## src/core/adc_consts.svh

```systemverilog
`ifndef ADC_CONSTS_SVH
`define ADC_CONSTS_SVH

// ==========================================================
// Register offsets
`define OFS_ACCUM_CTRL   5'h01
`define OFS_WIN_MODE     5'h04
`define OFS_SAMPLE_LEN   5'h05
`define OFS_INPUT_SEL    5'h06
`define OFS_COMMAND      5'h08
`define OFS_EVENT_CTRL   5'h09
`define OFS_IRQ_EN       5'h0A
`define OFS_IRQ_FLAGS    5'h0B
`define OFS_DEBUG_CTRL   5'h0C
`define OFS_STAGING      5'h0D
`define OFS_RESULT       5'h10
`define OFS_WIN_LOW      5'h12
`define OFS_WIN_HIGH     5'h14
`define HI_BYTE_STEP     5'h01

// ==========================================================
// Field positions
`define BIT_CMD_START    0
`define BIT_EVENT_EN     0
`define BIT_RUN_HALTED   0
`define BIT_IRQ_RESULT   0
`define BIT_IRQ_WINDOW   1

// ==========================================================
// Reset values and limits
`define RST_BYTE         8'h00
`define RST_WORD         16'h0000
`define SAMPLE_MAX       10'h3FF
`define SAMPLE_MIN       10'h000
`define ACC_MAX          16'hFFC0
`define ACC_CODE_RSVD    3'h7
`define SEL_LAST_PIN     5'h0B
`define SEL_INT_REF      5'h1D
`define SEL_GROUND       5'h1F

// ==========================================================
// Timing counts
`define BASE_SAMPLE_CYC  6'h02
`define CONV_BIT_CYC     10
`define CONV_CLK_DIV     2

`endif

```

## src/core/adc_types_pkg.sv

```systemverilog
`default_nettype none
package adc_types_pkg;

	// ======================================================
	// Types
	typedef enum logic [2:0] {
		WIN_NONE    = 3'h0,
		WIN_BELOW   = 3'h1,
		WIN_ABOVE   = 3'h2,
		WIN_INSIDE  = 3'h3,
		WIN_OUTSIDE = 3'h4
	} window_mode_type;

	typedef enum logic [1:0] {CONV_IDLE, CONV_RUN} conv_state_type;

	typedef enum logic [1:0] {SEQ_IDLE, SEQ_SAMPLE, SEQ_CONVERT}
		seq_state_type;

endpackage : adc_types_pkg
`default_nettype wire

```

## src/core/adc_window_and_result_control.sv

```systemverilog
// Operation
// RQ1 - Window mode code picks the match condition
// RQ2 - Compare full 16-bit result with thresholds
// RQ3 - Sample length adds cycles to two
// RQ4 - Selector codes: pins 0-11, reference, ground
// RQ5 - Selector change waits for conversion end
// RQ6 - Writing command bit one starts conversion
// RQ7 - Command bit reads one while busy
// RQ8 - Enabled start event starts a conversion
// RQ9 - Interrupt needs both flag and enable
// RQ10 - Window flag sets on matching finished result
// RQ11 - Window flag clears by one or read
// RQ12 - Result flag sets when result arrives
// RQ13 - Result flag clears by one or read
// RQ14 - Debug halt stops converter, ignores events
// RQ15 - One shared staging byte for words
// RQ16 - Word low byte at base, high next
// RQ17 - Samples saturate to 0x3FF and 0x000
// RQ18 - Accumulated result never above 0xFFC0
// RQ19 - Window applied to accumulated total only
// RQ20 - Thresholds at 0x12 and 0x14
// RQ21 - Accumulation codes 0-6 give 1 to 64
// RQ22 - Low read stages high byte coherently
// RQ23 - Result low read clears both flags
`timescale 1ns/1ps
`default_nettype none
`include "adc_consts.svh"
module adc_window_and_result_control #(
	parameter int CONV_DIV = `CONV_CLK_DIV,
	parameter int CONV_CYC = `CONV_BIT_CYC
) (
	input  wire logic        ref_clk,
	input  wire logic        srst,
	input  wire logic [4:0]  addr,
	input  wire logic [7:0]  wr_data,
	input  wire logic        wr_en,
	input  wire logic        rd_en,
	output var  logic [7:0]  rd_data,
	input  wire logic        start_event,
	input  wire logic        debug_halted,
	input  wire logic [11:0] analog_level,
	output var  logic [4:0]  active_input,
	output var  logic        input_connect,
	output var  logic        sampling,
	output var  logic        irq_window,
	output var  logic        irq_result
);

	localparam logic [4:0] RES_HI  = 5'(`OFS_RESULT + `HI_BYTE_STEP);
	localparam logic [4:0] WLO_HI  = 5'(`OFS_WIN_LOW + `HI_BYTE_STEP);
	localparam logic [4:0] WHI_HI  = 5'(`OFS_WIN_HIGH + `HI_BYTE_STEP);

	logic [2:0]                    accum_q;
	logic [2:0]                    win_mode_q;
	logic [4:0]                    sample_len_q;
	logic [4:0]                    input_sel_q;
	logic                          event_en_q;
	logic [1:0]                    irq_en_q;
	logic                          run_halted_q;
	logic [7:0]                    staging_q;
	logic [15:0]                   result_q;
	logic [15:0]                   win_low_q;
	logic [15:0]                   win_high_q;
	logic                          win_flag_q;
	logic                          res_flag_q;
	logic                          busy_q;
	logic [11:0]                   level_meta_q;
	logic [11:0]                   level_sync_q;
	logic [15:0]                   acc_q;
	logic [6:0]                    cnt_q;
	logic [2:0]                    accum_lat_q;
	logic                          seq_start_q;
	logic                          seq_done;
	logic                          halted;
	logic                          sw_start;
	logic                          ev_start;
	logic                          start_req;
	logic                          last_sample;
	logic                          conv_finish;
	logic [15:0]                   acc_d;
	logic                          win_match;
	logic                          res_lo_read;
	logic                          flag_write;
	logic [7:0]                    rd_data_d;
	adc_types_pkg::conv_state_type state_q;

	// ==========================================================
	// Helper functions
	function automatic logic [9:0] saturate(input logic [11:0] lvl);
		if (lvl[11]) begin
			saturate = `SAMPLE_MIN;
		end else if (lvl[10]) begin
			saturate = `SAMPLE_MAX;
		end else begin
			saturate = lvl[9:0];
		end
	endfunction : saturate

	function automatic logic [6:0] samples(input logic [2:0] code);
		if (code == `ACC_CODE_RSVD) begin
			samples = 7'h01;
		end else begin
			samples = 7'(7'h01 << code);
		end
	endfunction : samples

	function automatic logic sel_valid(input logic [4:0] sel);
		sel_valid = (sel <= `SEL_LAST_PIN) || (sel == `SEL_INT_REF) ||
		            (sel == `SEL_GROUND);
	endfunction : sel_valid

	// ==========================================================
	// Start and halt decisions
	assign halted      = debug_halted && !run_halted_q;             // [RQ14]
	assign sw_start    = wr_en && addr == `OFS_COMMAND &&
	                     wr_data[`BIT_CMD_START];                   // [RQ6]
	assign ev_start    = event_en_q && start_event && !halted;      // [RQ8] [RQ14]
	assign start_req   = !busy_q && (sw_start || ev_start);
	assign last_sample = (cnt_q == 7'(samples(accum_lat_q) - 7'h01)); // [RQ21]
	assign conv_finish = seq_done && last_sample;
	assign res_lo_read = rd_en && addr == `OFS_RESULT;              // [RQ23]
	assign flag_write  = wr_en && addr == `OFS_IRQ_FLAGS;

	// ==========================================================
	// Analog level synchroniser
	always_ff @(posedge ref_clk) begin
		if (srst) begin
			level_meta_q <= 12'h000;
			level_sync_q <= 12'h000;
		end else begin
			level_meta_q <= analog_level;
			level_sync_q <= level_meta_q;
		end
	end

	// ==========================================================
	// Accumulation with ceiling
	always_comb begin
		acc_d = 16'(acc_q + {6'h00, saturate(level_sync_q)}); // [RQ17]
		if (acc_d > `ACC_MAX || acc_d < acc_q) begin
			acc_d = `ACC_MAX;                                 // [RQ18]
		end
	end

	window_check u_window (
		.mode  (win_mode_q),
		.value (acc_d),
		.low   (win_low_q),
		.high  (win_high_q),
		.match (win_match)
	); // [RQ19]

	sample_sequencer #(
		.DIV      (CONV_DIV),
		.CONV_CYC (CONV_CYC)
	) u_seq (
		.ref_clk    (ref_clk),
		.srst       (srst),
		.start      (seq_start_q),
		.stall      (halted),
		.sample_len (sample_len_q),
		.sampling   (sampling),
		.done       (seq_done)
	); // [RQ3] [RQ14]

	// ==========================================================
	// Conversion control
	always_ff @(posedge ref_clk) begin
		if (srst) begin
			state_q       <= adc_types_pkg::CONV_IDLE;
			busy_q        <= 1'b0;
			seq_start_q   <= 1'b0;
			cnt_q         <= 7'h00;
			acc_q         <= `RST_WORD;
			accum_lat_q   <= 3'h0;
			active_input  <= 5'h00;
			input_connect <= 1'b0;
		end else begin
			seq_start_q <= 1'b0;
			case (state_q)
				adc_types_pkg::CONV_IDLE: begin
					if (start_req) begin
						state_q       <= adc_types_pkg::CONV_RUN;
						busy_q        <= 1'b1;              // [RQ7]
						seq_start_q   <= 1'b1;
						cnt_q         <= 7'h00;
						acc_q         <= `RST_WORD;
						accum_lat_q   <= accum_q;
						active_input  <= input_sel_q;       // [RQ5]
						input_connect <= sel_valid(input_sel_q); // [RQ4]
					end
				end
				adc_types_pkg::CONV_RUN: begin
					if (conv_finish) begin
						state_q <= adc_types_pkg::CONV_IDLE;
						busy_q  <= 1'b0;                    // [RQ7]
					end else if (seq_done) begin
						acc_q       <= acc_d;
						cnt_q       <= 7'(cnt_q + 7'h01);
						seq_start_q <= 1'b1;
					end
				end
				default: state_q <= adc_types_pkg::CONV_IDLE;
			endcase
		end
	end

	always_ff @(posedge ref_clk) begin
		if (srst) begin
			result_q <= `RST_WORD;
		end else if (conv_finish) begin
			result_q <= acc_d;                              // [RQ12]
		end
	end

	// ==========================================================
	// Flags, set wins over clear
	always_ff @(posedge ref_clk) begin
		if (srst) begin
			win_flag_q <= 1'b0;
			res_flag_q <= 1'b0;
		end else begin
			if (conv_finish) begin
				res_flag_q <= 1'b1;                                 // [RQ12]
			end else if (res_lo_read ||
			             (flag_write && wr_data[`BIT_IRQ_RESULT])) begin
				res_flag_q <= 1'b0;                                 // [RQ13]
			end
			if (conv_finish && win_match) begin
				win_flag_q <= 1'b1;                                 // [RQ10]
			end else if (res_lo_read ||
			             (flag_write && wr_data[`BIT_IRQ_WINDOW])) begin
				win_flag_q <= 1'b0;                                 // [RQ11]
			end
		end
	end

	always_ff @(posedge ref_clk) begin
		if (srst) begin
			irq_window <= 1'b0;
			irq_result <= 1'b0;
		end else begin
			irq_window <= win_flag_q && irq_en_q[`BIT_IRQ_WINDOW]; // [RQ9]
			irq_result <= res_flag_q && irq_en_q[`BIT_IRQ_RESULT]; // [RQ9]
		end
	end

	// ==========================================================
	// Control register writes
	always_ff @(posedge ref_clk) begin
		if (srst) begin
			accum_q      <= 3'h0;
			win_mode_q   <= 3'h0;
			sample_len_q <= 5'h00;
			input_sel_q  <= 5'h00;
			event_en_q   <= 1'b0;
			irq_en_q     <= 2'h0;
			run_halted_q <= 1'b0;
		end else if (wr_en) begin
			if (addr == `OFS_ACCUM_CTRL) begin
				accum_q <= wr_data[2:0];                    // [RQ21]
			end else if (addr == `OFS_WIN_MODE) begin
				win_mode_q <= wr_data[2:0];                 // [RQ1]
			end else if (addr == `OFS_SAMPLE_LEN) begin
				sample_len_q <= wr_data[4:0];               // [RQ3]
			end else if (addr == `OFS_INPUT_SEL) begin
				input_sel_q <= wr_data[4:0];                // [RQ5]
			end else if (addr == `OFS_EVENT_CTRL) begin
				event_en_q <= wr_data[`BIT_EVENT_EN];       // [RQ8]
			end else if (addr == `OFS_IRQ_EN) begin
				irq_en_q <= wr_data[1:0];                   // [RQ9]
			end else if (addr == `OFS_DEBUG_CTRL) begin
				run_halted_q <= wr_data[`BIT_RUN_HALTED];   // [RQ14]
			end
		end
	end

	// ==========================================================
	// Word registers and staging byte
	always_ff @(posedge ref_clk) begin
		if (srst) begin
			staging_q  <= `RST_BYTE;
			win_low_q  <= `RST_WORD;
			win_high_q <= `RST_WORD;
		end else if (wr_en) begin
			if (addr == `OFS_STAGING || addr == `OFS_WIN_LOW ||
			    addr == `OFS_WIN_HIGH) begin
				staging_q <= wr_data;                       // [RQ15]
			end else if (addr == WLO_HI) begin
				win_low_q <= {wr_data, staging_q};          // [RQ16] [RQ20]
			end else if (addr == WHI_HI) begin
				win_high_q <= {wr_data, staging_q};         // [RQ16] [RQ20]
			end
		end else if (rd_en) begin
			if (addr == `OFS_RESULT) begin
				staging_q <= result_q[15:8];                // [RQ22]
			end else if (addr == `OFS_WIN_LOW) begin
				staging_q <= win_low_q[15:8];               // [RQ22]
			end else if (addr == `OFS_WIN_HIGH) begin
				staging_q <= win_high_q[15:8];              // [RQ22]
			end
		end
	end

	// ==========================================================
	// Read data
	always_comb begin
		rd_data_d = 8'h00;
		if (addr == `OFS_ACCUM_CTRL) begin
			rd_data_d = {5'h00, accum_q};
		end else if (addr == `OFS_WIN_MODE) begin
			rd_data_d = {5'h00, win_mode_q};
		end else if (addr == `OFS_SAMPLE_LEN) begin
			rd_data_d = {3'h0, sample_len_q};
		end else if (addr == `OFS_INPUT_SEL) begin
			rd_data_d = {3'h0, input_sel_q};
		end else if (addr == `OFS_COMMAND) begin
			rd_data_d = {7'h00, busy_q};                    // [RQ7]
		end else if (addr == `OFS_EVENT_CTRL) begin
			rd_data_d = {7'h00, event_en_q};
		end else if (addr == `OFS_IRQ_EN) begin
			rd_data_d = {6'h00, irq_en_q};
		end else if (addr == `OFS_IRQ_FLAGS) begin
			rd_data_d = {6'h00, win_flag_q, res_flag_q};
		end else if (addr == `OFS_DEBUG_CTRL) begin
			rd_data_d = {7'h00, run_halted_q};
		end else if (addr == `OFS_STAGING) begin
			rd_data_d = staging_q;                          // [RQ15]
		end else if (addr == `OFS_RESULT) begin
			rd_data_d = result_q[7:0];                      // [RQ16]
		end else if (addr == `OFS_WIN_LOW) begin
			rd_data_d = win_low_q[7:0];
		end else if (addr == `OFS_WIN_HIGH) begin
			rd_data_d = win_high_q[7:0];
		end else if (addr == RES_HI || addr == WLO_HI || addr == WHI_HI) begin
			rd_data_d = staging_q;                          // [RQ22]
		end
	end

	always_ff @(posedge ref_clk) begin
		if (srst) begin
			rd_data <= 8'h00;
		end else begin
			rd_data <= rd_en ? rd_data_d : 8'h00;
		end
	end
endmodule : adc_window_and_result_control
`default_nettype wire

```

## src/core/window_check.sv

```systemverilog
`timescale 1ns/1ps
`default_nettype none
module window_check (
	input  wire logic [2:0]  mode,
	input  wire logic [15:0] value,
	input  wire logic [15:0] low,
	input  wire logic [15:0] high,
	output var  logic        match
);

	// ======================================================
	// Comparisons
	function automatic logic is_below(input logic [15:0] v,
	                                  input logic [15:0] t);
		is_below = (v < t);
	endfunction : is_below

	function automatic logic is_above(input logic [15:0] v,
	                                  input logic [15:0] t);
		is_above = (v > t);
	endfunction : is_above

	always_comb begin
		case (adc_types_pkg::window_mode_type'(mode))
			adc_types_pkg::WIN_BELOW:   match = is_below(value, low);  // [RQ1] [RQ2]
			adc_types_pkg::WIN_ABOVE:   match = is_above(value, high); // [RQ1]
			adc_types_pkg::WIN_INSIDE:  match = is_above(value, low) &&
			                                    is_below(value, high); // [RQ1]
			adc_types_pkg::WIN_OUTSIDE: match = is_below(value, low) ||
			                                    is_above(value, high); // [RQ1]
			default:                    match = 1'b0;                  // [RQ1]
		endcase
	end

endmodule : window_check
`default_nettype wire

```

## src/core/sample_sequencer.sv

```systemverilog
`timescale 1ns/1ps
`default_nettype none
`include "adc_consts.svh"
module sample_sequencer #(
	parameter int DIV      = `CONV_CLK_DIV,
	parameter int CONV_CYC = `CONV_BIT_CYC
) (
	input  wire logic       ref_clk,
	input  wire logic       srst,
	input  wire logic       start,
	input  wire logic       stall,
	input  wire logic [4:0] sample_len,
	output var  logic       sampling,
	output var  logic       done
);

	logic [7:0]                   div_q;
	logic                         tick;
	logic [5:0]                   cnt_q;
	logic [5:0]                   sample_last;
	adc_types_pkg::seq_state_type state_q;

	// ======================================================
	// Converter clock divider
	assign tick = !stall && (div_q == 8'(DIV - 1));
	assign sample_last = 6'(`BASE_SAMPLE_CYC + {1'b0, sample_len} - 6'h01);

	always_ff @(posedge ref_clk) begin
		if (srst || state_q == adc_types_pkg::SEQ_IDLE) begin
			div_q <= 8'h00;
		end else if (tick) begin
			div_q <= 8'h00;
		end else if (!stall) begin
			div_q <= 8'(div_q + 8'h01);
		end
	end

	// ======================================================
	// Sampling and conversion phases
	always_ff @(posedge ref_clk) begin
		if (srst) begin
			state_q  <= adc_types_pkg::SEQ_IDLE;
			cnt_q    <= 6'h00;
			sampling <= 1'b0;
			done     <= 1'b0;
		end else begin
			done <= 1'b0;
			case (state_q)
				adc_types_pkg::SEQ_IDLE: begin
					if (start) begin
						state_q  <= adc_types_pkg::SEQ_SAMPLE;
						cnt_q    <= 6'h00;
						sampling <= 1'b1;
					end
				end
				adc_types_pkg::SEQ_SAMPLE: begin
					if (tick && cnt_q == sample_last) begin // [RQ3]
						state_q  <= adc_types_pkg::SEQ_CONVERT;
						cnt_q    <= 6'h00;
						sampling <= 1'b0;
					end else if (tick) begin
						cnt_q <= 6'(cnt_q + 6'h01);
					end
				end
				adc_types_pkg::SEQ_CONVERT: begin
					if (tick && cnt_q == 6'(CONV_CYC - 1)) begin
						state_q <= adc_types_pkg::SEQ_IDLE;
						done    <= 1'b1;
					end else if (tick) begin
						cnt_q <= 6'(cnt_q + 6'h01);
					end
				end
				default: state_q <= adc_types_pkg::SEQ_IDLE;
			endcase
		end
	end

endmodule : sample_sequencer
`default_nettype wire

```

## config.mk

```make
export PLATFORM = sky130hd
export DESIGN_NAME = adc_window_and_result_control
export DESIGN_NICKNAME = d
export VERILOG_FILES = /design/src/core/adc_types_pkg.sv /design/src/core/adc_window_and_result_control.sv /design/src/core/window_check.sv /design/src/core/sample_sequencer.sv
export VERILOG_INCLUDE_DIRS = /design/src /design/src/core
export SDC_FILE = /design/constraint.sdc
export NUM_CORES = 1
export LEC_CHECK = 0
export BUFFER_PORTS_ARGS = -buffer_cell sky130_fd_sc_hd__buf_2
export CAP_MARGIN = 0
export CORE_ASPECT_RATIO = 1.2
export CORE_MARGIN = 2
export CORE_UTILIZATION = 25
export DETAILED_ROUTE_END_ITERATION = 8
export HOLD_SLACK_MARGIN = 0.05
export PLACE_DENSITY_LB_ADDON = 0.08
export SYNTH_ARGS = -nofsm -noshare
export SYNTH_HDL_FRONTEND = slang
export SYNTH_SLANG_ARGS = --single-unit
```

## constraint.sdc

```tcl
create_clock -name ref_clk -period 8.4 [get_ports ref_clk]
set_input_delay 1.26 -clock ref_clk [delete_from_list [all_inputs] [get_ports ref_clk]]
set_output_delay 1.26 -clock ref_clk [all_outputs]
set_load 0.05 [all_outputs]
```

==> impl_metrics.py, run 1 <==
metrics = {
    "sta": {
        "timing.final.crit_share_pct": 84.14,
        "relSlewSlack_pct": 36.53,
        "hold_violations": 0,
        "rsz0062_at_grt": "no",
        "finalSetupViolCount": 0,
        "tightest_slew_ps": 943.3,
        "slew_violations": 0,
        "fin_skew_ps": 13.13,
        "period_needed_ps": 7068,
        "fin_tns_setup_ps": 0,
        "fmax_mhz": 141.5,
    },
    "synth": {
        "syn_avg_cell_area_um2": 7.890,
        "syn_nets": 1240,
        "synth_edf_count": 0,
        "synth_warnings": 0,
        "synth-seq-cells": 164,
        "synth.most_common_cell": "dfxtp_1",
        "async_flop_share_pct": 0,
        "synth.distinct_cells": 71,
        "yosysSeqAreaShare_pct": 36.31,
        "syn_area_um2": 9042,
        "yosys-top-cells-area": "dfxtp_1 36%, ha_1 8.6%, a21oi_1 7.3%",
        "synth_commonest_cells": "164 x dfxtp_1, 159 x nand2_1, 131 x a21oi_1, 122 x nor2_1, 63 x inv_1",
        "yosys.area.top_type": "dfxtp_1",
        "synth_ff_type": "dfxtp_1",
        "syn_inst": 1146,
        "synth_top_area_share_pct": 36.31,
    },
    "critical_path": {
        "rr_startpoint": "level_sync_q[11]",
        "r2r-end": "win_flag_q",
        "crit_arrival_ps": 7410,
        "critical_path_class": "register to register",
        "cp-startpoint": "level_sync_q[11]",
        "crit_path_start_kind": "register",
        "crit_path_end_kind": "register",
        "path_common_cell": "nor2_1",
        "slowest_delay_ps": 530,
        "slowest_stage": "nor2_1",
        "endpoint": "win_flag_q",
        "worst-path-max-fanout": 12,
        "r2r_cells": 31,
        "reg2reg_slack_ps": 1330,
        "required_ps": 8750,
    },
    "global_routing": {
        "gr-total-overflow": 0,
        "grt_pass1_vias": 7751,
        "antenna_found_initial": 0,
        "grt_use_met3_pct": 2.557,
        "met1_usage_pct": 21.32,
        "grt_pass1_wl_mm": 45.20,
        "grt_use_met2_pct": 24.63,
        "grt_max_degree": 82,
        "grtUsageTotal_pct": 15.62,
        "busiest_layer": "met2",
    },
    "route": {
        "wl_per_cell_um": 17.37,
        "drt-total-wl_mm": 28.47,
        "viasPerCell": 4.716,
        "firstDrtPassIters": 5,
        "postRouteAntennaNets": 0,
        "num_vias": 7730,
        "drt_drc_violations_left": 0,
        "drt-initial-drc-count": 418,
    },
    "floorplanning": {
        "dieArea_um2": 37710,
        "die_x_um": 177.6,
        "start_util_pct": 25.29,
        "core_um2": 35750,
        "die_y_um": 212.3,
        "num_io_pins": 48,
        "rows": 76,
    },
    "final_layout": {
        "area_growth_pct": 14.61,
        "nNetsFinal": 1253,
        "num_antenna_cells": 0,
        "drive_above_1_share_pct": 9.564,
        "final_core_util_pct": 28.99,
    },
    "clocking": {
        "cts.htree.levels": 4,
        "post_cts_resized": 0,
        "clk_latency_ps": 450,
        "post_cts.repair.setup_buffers": 0,
        "hold_buffers": 0,
        "cts_tree": "built",
        "cts_root_buf": "clkbuf_16",
        "cts_buffers": 17,
        "clk_path_buf_depth": 2,
        "clk_pin_slew_ps": 70,
        "cts.sinks": 164,
    },
    "pwr": {
        "max-vdd-ir-drop_uv": 135.9,
        "p_leak_nw": 3.898,
        "p_per_area_nw_per_um2": 185.7,
    },
    "run_status": {
        "status": "finished clean",
    },
    "place": {
        "port_buffers": 47,
        "hpwl_mm": 20.65,
        "place.gp.congestion": 0.8269,
    },
    "hold_path": {
        "min_path_type": "register to register",
    },
    "flow_run": {
        "max_cap_viol_count": 0,
    },
}
-- metrics by stage --
step / hold slack, ps / setup WS (ps) / power, mW / cell area [um^2] / cells
global placement: 447.6 / 1432 / 1.055 / 9709 / 1608
floorplan: 413.8 / 2010 / 0.9798 / 9042 / 1146
CTS: 452.3 / 1321 / 1.957 / 10360 / 1639
global route: 466.8 / 776.8 / 2.013 / 10360 / 1639
detailed placement: 420.4 / 1321 / 1.054 / 9709 / 1608
finish: 450.6 / 1332 / 1.925 / 10360 / 1639
-- placed cells by master (no fill, tap or decap), types with 4 or more instances in the layout --
cell type	n
nor2b_1	36
xor2_1	15
a22oi_1	8
a31oi_1	6
and2_1	8
bufinv_16	5
nand2_1	159
nor3_1	16
o21ai_0	22
a222oi_1	10
buf_2	46
o211ai_1	4
xnor2_1	24
a21oi_1	131
mux2i_1	28
a21o_1	14
ha_1	62
inv_1	63
dfxtp_1	164
nand2b_1	14
a211oi_1	19
or3_1	8
or2_2	5
nand4_1	20
clkbuf_16	17
o31ai_1	6
buf_4	13
and3_1	10
o21a_1	6
clkinvlp_4	5
nor2_1	120
nand3_1	39
-- metal layers --
layer  vias up  routed length (um)
met5         -                   0
met3        34                 750
li1       4003                   -
met1      3592               14120
met2       101               12870
met4         0                 731
-- cell type report --
type | count | area (um^2)
Sequential cell | 164 | 3283
Multi-Input combinational cell | 853 | 5273
Clock buffer | 19 | 452.9
Inverter | 64 | 240.2
Timing Repair Buffer | 59 | 327.8
Fill cell | 3969 | 25390
Clock inverter | 12 | 201.4
Tap cell | 468 | 585.6
-- worst min path at each step --
stage                          from               to  cells after the start
detailed placement  level_meta_q[5]  level_sync_q[5]                      1
global placement    level_meta_q[5]  level_sync_q[5]                      1
finish              level_meta_q[3]  level_sync_q[3]                      1
global route        level_meta_q[3]  level_sync_q[3]                      1
floorplan           level_meta_q[0]  level_sync_q[0]                      1
CTS                 level_meta_q[3]  level_sync_q[3]                      1
-- critical path, delay by kind of cell, from the launching register on --
kind | cells | cell delay [ps]
compound gates | 16 | 3180
simple gates | 10 | 1760
fa+ha+maj | 4 | 1270
flops | 1 | 500
xor+xnor | 1 | 240
-- sequential cells by signal (all words and copies together), names as in the netlist, 2 cells and up --
name           cells
rd_data            8
u_seq.cnt_q        6
cnt_q              7
win_high_q        16
accum_lat_q        3
level_sync_q      12
acc_q             16
result_q          16
sample_len_q       5
irq_en_q           2
active_input       5
u_seq.state_q      2
u_seq.div_q        8
accum_q            3
win_low_q         16
level_meta_q      12
input_sel_q        5
win_mode_q         3
staging_q          8
-- cell families (layout without fill, tap and decap cells) --
group | after synthesis | after routing | share of synthesized area (%)
and+or+nand+nor | 460 | 460 | 23.92
AOI/OAI and AO/OA | 262 | 262 | 18.47
DFF | 164 | 164 | 36.31
muxes | 29 | 29 | 3.224
xor gates and xnor gates | 39 | 39 | 3.778
buffers and inverters | 129 | 154 | 5.493
adders and majority gates | 63 | 63 | 8.800
-- power by group --
part	total (mW)	switching (mW)	internal, mW
sequential	0.800	0.0101	0.789
clock	0.888	0.346	0.542
combinational	0.238	0.150	0.0873
(Power assumes the default switching activity.)
==> inputs of run 2 (changes only) <==
==> constraint.sdc (replaced) <==
create_clock -name ref_clk -period 6.25 [get_ports ref_clk]
set_input_delay 0.9375 -clock ref_clk [delete_from_list [all_inputs] [get_ports ref_clk]]
set_output_delay 0.9375 -clock ref_clk [all_outputs]
set_load 0.05 [all_outputs]
==> run 2 against run 1 <==
Effect of this change:
- critical path depth is 1 higher
- routed wire length is 1.2% higher
- clock skew is 1.0 ps lower
- sequential power is 34% higher
- critical path type unchanged
- count of clock-buffer cells in the layout is 2 lower
- largest power group unchanged
- utilization is 1.5 points higher
- via count is 2.4% higher
- cell area is 5.1% higher
- sequential share of layout area is 1.5 points lower
==> impl_metrics.py, run 2 (synthesis gave the netlist of run 1 again) <==
metrics = {
    "route": {
        "drt-initial-drc-count": 421,
        "wl_per_cell_um": 17.21,
        "postRouteAntennaNets": 0,
        "viasPerCell": 4.733,
        "firstDrtPassIters": 7,
        "num_vias": 7918,
        "drt-total-wl_mm": 28.80,
        "drt_drc_violations_left": 0,
    },
    "critical_path": {
        "worst-path-max-fanout": 4,
        "crit_path_end_kind": "register",
        "required_ps": 6590,
        "crit_arrival_ps": 6300,
        "path_common_cell": "a21oi_2",
        "slowest_stage": "or4_4",
        "crit_path_start_kind": "register",
        "critical_path_class": "register to register",
        "slowest_delay_ps": 500,
    },
    "clocking": {
        "cts.htree.levels": 4,
        "cts.sinks": 164,
        "cts_root_buf": "clkbuf_16",
        "clk_path_buf_depth": 2,
        "cts_tree": "built",
        "cts_buffers": 17,
        "clk_latency_ps": 450,
        "clk_pin_slew_ps": 70,
    },
    "final_layout": {
        "num_antenna_cells": 0,
        "layout_common_cells": "163 x dfxtp_1, 158 x nand2_1, 123 x a21oi_1",
        "multi_input_area_um2": 5528,
        "final_common_cell": "dfxtp_1",
        "layout.cells.non_filler": 1673,
        "nNetsFinal": 1286,
        "final-seq-area_um2": 3284,
        "drive_above_1_share_pct": 15.27,
        "nFillCells": 3927,
        "area_growth_pct": 20.45,
    },
    "place": {
        "place.gp.congestion": 0.7712,
        "port_buffers": 47,
        "dpl.cell_count": 1632,
        "hpwl_mm": 20.76,
    },
    "pwr": {
        "pwr-share-seq_pct": 40.1,
        "finalPower_mw": 2.673,
        "max-vdd-ir-drop_uv": 185.3,
        "clock_power_share_pct": 45.7,
        "p_per_area_nw_per_um2": 245.4,
        "switching_share_pct": 27.33,
        "p_comb_share_pct": 14.2,
        "p_leak_nw": 4.109,
        "intPower_mw": 1.943,
        "p_sw_mw": 0.7305,
    },
    "floorplanning": {
        "rows": 76,
        "start_util_pct": 25.29,
        "die_y_um": 212.3,
        "core_um2": 35750,
        "num_io_pins": 48,
        "dieArea_um2": 37710,
        "die_x_um": 177.6,
    },
    "sta": {
        "timing.final.crit_share_pct": 95.42,
        "finalSetupViolCount": 0,
        "slew_violations": 0,
        "fmax_mhz": 167.7,
        "period_needed_ps": 5964,
        "hold_violations": 0,
        "rsz0062_at_grt": "yes",
        "relSlewSlack_pct": 27.98,
        "tightest_slew_ps": 1077,
        "fin_skew_ps": 12.08,
    },
    "global_routing": {
        "antenna_found_initial": 0,
        "gr-total-overflow": 0,
        "grtUsageTotal_pct": 15.64,
        "grt_pass1_wl_mm": 45.09,
        "grt_max_degree": 63,
        "grt_pass1_vias": 7786,
    },
    "hold_path": {
        "min_path_type": "register to register",
    },
    "flow_run": {
        "max_cap_viol_count": 0,
    },
    "run_status": {
        "status": "finished clean",
    },
}
-- run 2: final timing paths --
path / start / to / slack (ps) / cells after the start
min reg2reg: level_meta_q[3] / level_sync_q[3] / 450 / 1
max reg2reg: level_sync_q[10] / win_flag_q / 290 / 32
min: level_meta_q[3] / level_sync_q[3] / 450 / 1
max: level_sync_q[10] / win_flag_q / 290 / 32
-- run 2: area by class of cell --
class / count / share of cell area, %
clock inverter: 15 / 2.217
tap: 468 / 5.376
multi-input combinational: 853 / 50.75
clock buffer: 17 / 3.906
timing repair buffer: 92 / 5.388
sequential: 164 / 30.16
inverter: 64 / 2.206
-- run 2: timing repair --
| item | CTS | global route |
|---|---|---|
| setup endpoints to repair | 1 | 1 |
| gates resized for setup | 7 | 48 |
| buffers inserted | 0 | 9 |
| pin swaps | 7 | 37 |
| hold buffers | 0 | 0 |
| endpoints found under the hold margin | 0 | 0 |
-- run 2: power by group through the flow --
stage | logic (mW) | registers, mW | clock network [mW]
3_3_place_gp | 0.341 | 1.10 | 0
2_1_floorplan | 0.217 | 1.10 | 0
5_1_grt | 0.422 | 1.07 | 1.29
3_5_place_dp | 0.337 | 1.10 | 0
6_report | 0.379 | 1.07 | 1.22
4_1_cts | 0.342 | 1.07 | 1.26
-- run 2: per-layer routing --
| layer | track usage [%] | part of all wire [%] | vias up |
|---|---|---|---|
| met2 | 24.62 | 45 | 117 |
| met4 | 5.201 | 1.7 | 0 |
| met5 | 0 | 0 | - |
| li1 | - | - | 4076 |
| met1 | 21.66 | 50 | 3700 |
| met3 | 2.521 | 2.7 | 25 |
-- run 2: through the flow --
stage	TNS (ps)	instance area [um^2]	worst slack (ps)	utilization [%]	hold WS [ps]
floorplan	0	9044	2.350	-	413.8
global route	-48.00	10890	-48.00	30.46	458.9
global placement	0	9889	48.27	27.66	441.9
CTS	0	10570	9.415	29.56	450.4
finish	0	10890	286.5	30.46	445.4
detailed placement	-81.84	9889	-81.84	27.66	425.6
-- run 2: worst max-delay path: cells and delay by family, from the launching register on --
family | cells | cell delay [ps]
flip-flops | 1 | 340
adder cells (fa/ha/maj) | 4 | 1020
AND/OR/NAND/NOR | 12 | 1700
AO/OA/AOI/OAI | 16 | 2810
==> inputs of run 3 (changes only) <==
--- a/config.mk
+++ b/config.mk
@@ -8,12 +8,12 @@
 export LEC_CHECK = 0
 export BUFFER_PORTS_ARGS = -buffer_cell sky130_fd_sc_hd__buf_2
 export CAP_MARGIN = 0
-export CORE_ASPECT_RATIO = 1.2
+export CORE_ASPECT_RATIO = 0.8
 export CORE_MARGIN = 2
 export CORE_UTILIZATION = 25
 export DETAILED_ROUTE_END_ITERATION = 8
 export HOLD_SLACK_MARGIN = 0.05
-export PLACE_DENSITY_LB_ADDON = 0.08
+export MAX_ROUTING_LAYER = met4
 export SYNTH_ARGS = -nofsm -noshare
 export SYNTH_HDL_FRONTEND = slang
 export SYNTH_SLANG_ARGS = --single-unit
==> run 3 against run 2 <==
Effect of this change:
- utilization is 0.42 points lower
- via count is 2.6% higher
- total power is 7.2% lower
- combinational power is 7.4% lower
- count of clock-buffer cells in the layout is 2 higher
- sequential power hardly changed
- flip-flop and latch count stayed put
- critical path type unchanged
- critical endpoint unchanged
- largest power group is now registers
- highest routed layer unchanged
==> impl_metrics.py, run 3 (synthesis gave the netlist of run 1 again) <==
metrics = {
    "floorplanning": {
        "num_io_pins": 48,
        "rows": 62,
        "die_x_um": 216.6,
        "start_util_pct": 25.29,
        "dieArea_um2": 37720,
        "core_um2": 35760,
        "die_y_um": 174.1,
    },
    "route": {
        "viasPerCell": 4.825,
        "dr_wl_met2_mm": 10.30,
        "top_layer": "met4",
        "firstDrtPassIters": 5,
        "routedLengthMet1_mm": 14.07,
        "dr_wl_met3_mm": 1.690,
        "drt_drc_violations_left": 0,
        "drt-initial-drc-count": 743,
        "wl_per_cell_um": 15.60,
        "drt-total-wl_mm": 26.26,
        "num_vias": 8125,
        "postRouteAntennaNets": 0,
    },
    "sta": {
        "hold_violations": 0,
        "tightest_slew_ps": 1183,
        "period_needed_ps": 6035,
        "fmax_mhz": 165.7,
        "timing.hold.ws_ps": 444.6,
        "rsz0062_at_grt": "yes",
        "relSlewSlack_pct": 20.60,
        "slew_violations": 0,
        "fin_skew_ps": 13.72,
        "timing.final.crit_share_pct": 96.56,
        "finalSetupViolCount": 0,
        "setup_slack_ps": 215.2,
    },
    "critical_path": {
        "slowest_stage": "dfxtp_1",
        "crit_path_end_kind": "register",
        "crit_arrival_ps": 6360,
        "slowest_delay_ps": 390,
        "cp-startpoint": "level_sync_q[11]",
        "required_ps": 6580,
        "critical_path_class": "register to register",
        "crit_path_start_kind": "register",
        "rr_startpoint": "level_sync_q[11]",
        "worst-path-max-fanout": 8,
    },
    "pwr": {
        "finalPower_mw": 2.482,
        "max-vdd-ir-drop_uv": 193.7,
        "p_leak_nw": 4.042,
        "p_per_area_nw_per_um2": 231.0,
    },
    "clocking": {
        "cts.htree.levels": 4,
        "clk_pin_slew_ps": 70,
        "clk_path_buf_depth": 2,
        "cts_tree": "built",
        "cts.sinks": 164,
        "cts_root_buf": "clkbuf_16",
        "cts_buffers": 17,
        "clk_latency_ps": 440,
        "hold_buffers": 0,
    },
    "global_routing": {
        "gr-total-overflow": 0,
        "grt_pass1_wl_mm": 41.56,
        "grt_max_degree": 81,
        "grt_pass1_vias": 7382,
        "grtUsageTotal_pct": 14.26,
        "antenna_found_initial": 4,
    },
    "place": {
        "preCtsSetupSlack_ps": -18.51,
        "hpwl_mm": 18.86,
        "port_buffers": 47,
        "place.gp.congestion": 0.9043,
    },
    "run_status": {
        "status": "finished clean",
    },
    "hold_path": {
        "min_path_type": "register to register",
        "min_from": "level_meta_q[3]",
    },
    "final_layout": {
        "drive_above_1_share_pct": 14.17,
        "final_core_util_pct": 30.04,
        "nNetsFinal": 1281,
        "final_common_cell": "dfxtp_1",
        "area_growth_pct": 18.80,
        "layout_common_cells": "162 x dfxtp_1, 159 x nand2_1, 126 x a21oi_1",
    },
    "flow_run": {
        "max_cap_viol_count": 0,
    },
}
run 3: cell count changes in the layout (fill, tap and decap cells not counted), sizes merged, moves of 2 or more:
cell | previous run | this run
buf | 92 | 86
bufinv | 5 | 1
diode | 0 | 4
clkbuf | 17 | 19
clkinvlp | 0 | 2
run 3: stage by stage:
step	setup TNS [ps]	std cells	area, um^2
5_1_grt	-101.0	1684	10740
3_5_place_dp	-18.51	1635	9827
6_report	0	1684	10740
4_1_cts	0	1667	10440
3_3_place_gp	0	1635	9827
2_1_floorplan	0	1146	9044
run 3: worst max-delay path, delay by kind of cell, from the launching register on:
kind,cells,cell delay (ps)
adders and majority gates,3,840
AOI/OAI and AO/OA,16,2900
DFF,1,390
and+or+nand+nor,9,1160
buffers and inverters,3,370
xor gates and xnor gates,1,250
run 3: worst paths after layout:
check | endpoint | slack [ps] | cells past startpoint
setup reg to reg | win_flag_q | 220 | 32
hold / removal | level_sync_q[3] | 440 | 1
hold reg to reg | level_sync_q[3] | 440 | 1
setup / recovery | win_flag_q | 220 | 32
run 3: cell type report:
type,count,area (um^2)
Antenna cell,4,10.01
Clock buffer,19,452.9
Clock inverter,13,141.4
Fill cell,3817,25020
Inverter,64,240.2
Multi-Input combinational cell,853,5459
Sequential cell,164,3286
Tap cell,480,600.6
Timing Repair Buffer,87,553.0
run 3: power by group:
part | total, mW | internal (mW) | switching (mW)
registers | 1.07 | 1.06 | 0.0118
clock network | 1.06 | 0.583 | 0.476
logic | 0.351 | 0.143 | 0.208
total | 2.48 | 1.79 | 0.695
run 3: layer usage:
| layer | global-route usage [%] | vias up |
|---|---|---|
| li1 | - | 4064 |
| met1 | 21.84 | 3817 |
| met2 | 18.64 | 229 |
| met3 | 3.202 | 15 |
| met4 | 2.768 | 0 |
| met5 | - | - |
run 3: what timing repair did:
item | 4_1_cts | 5_1_grt
buffers inserted | 0 | 12
resized for setup | 3 | 44
setup endpoints to repair | 1 | 1
gates cloned | 0 | 1
pin swaps | 0 | 35
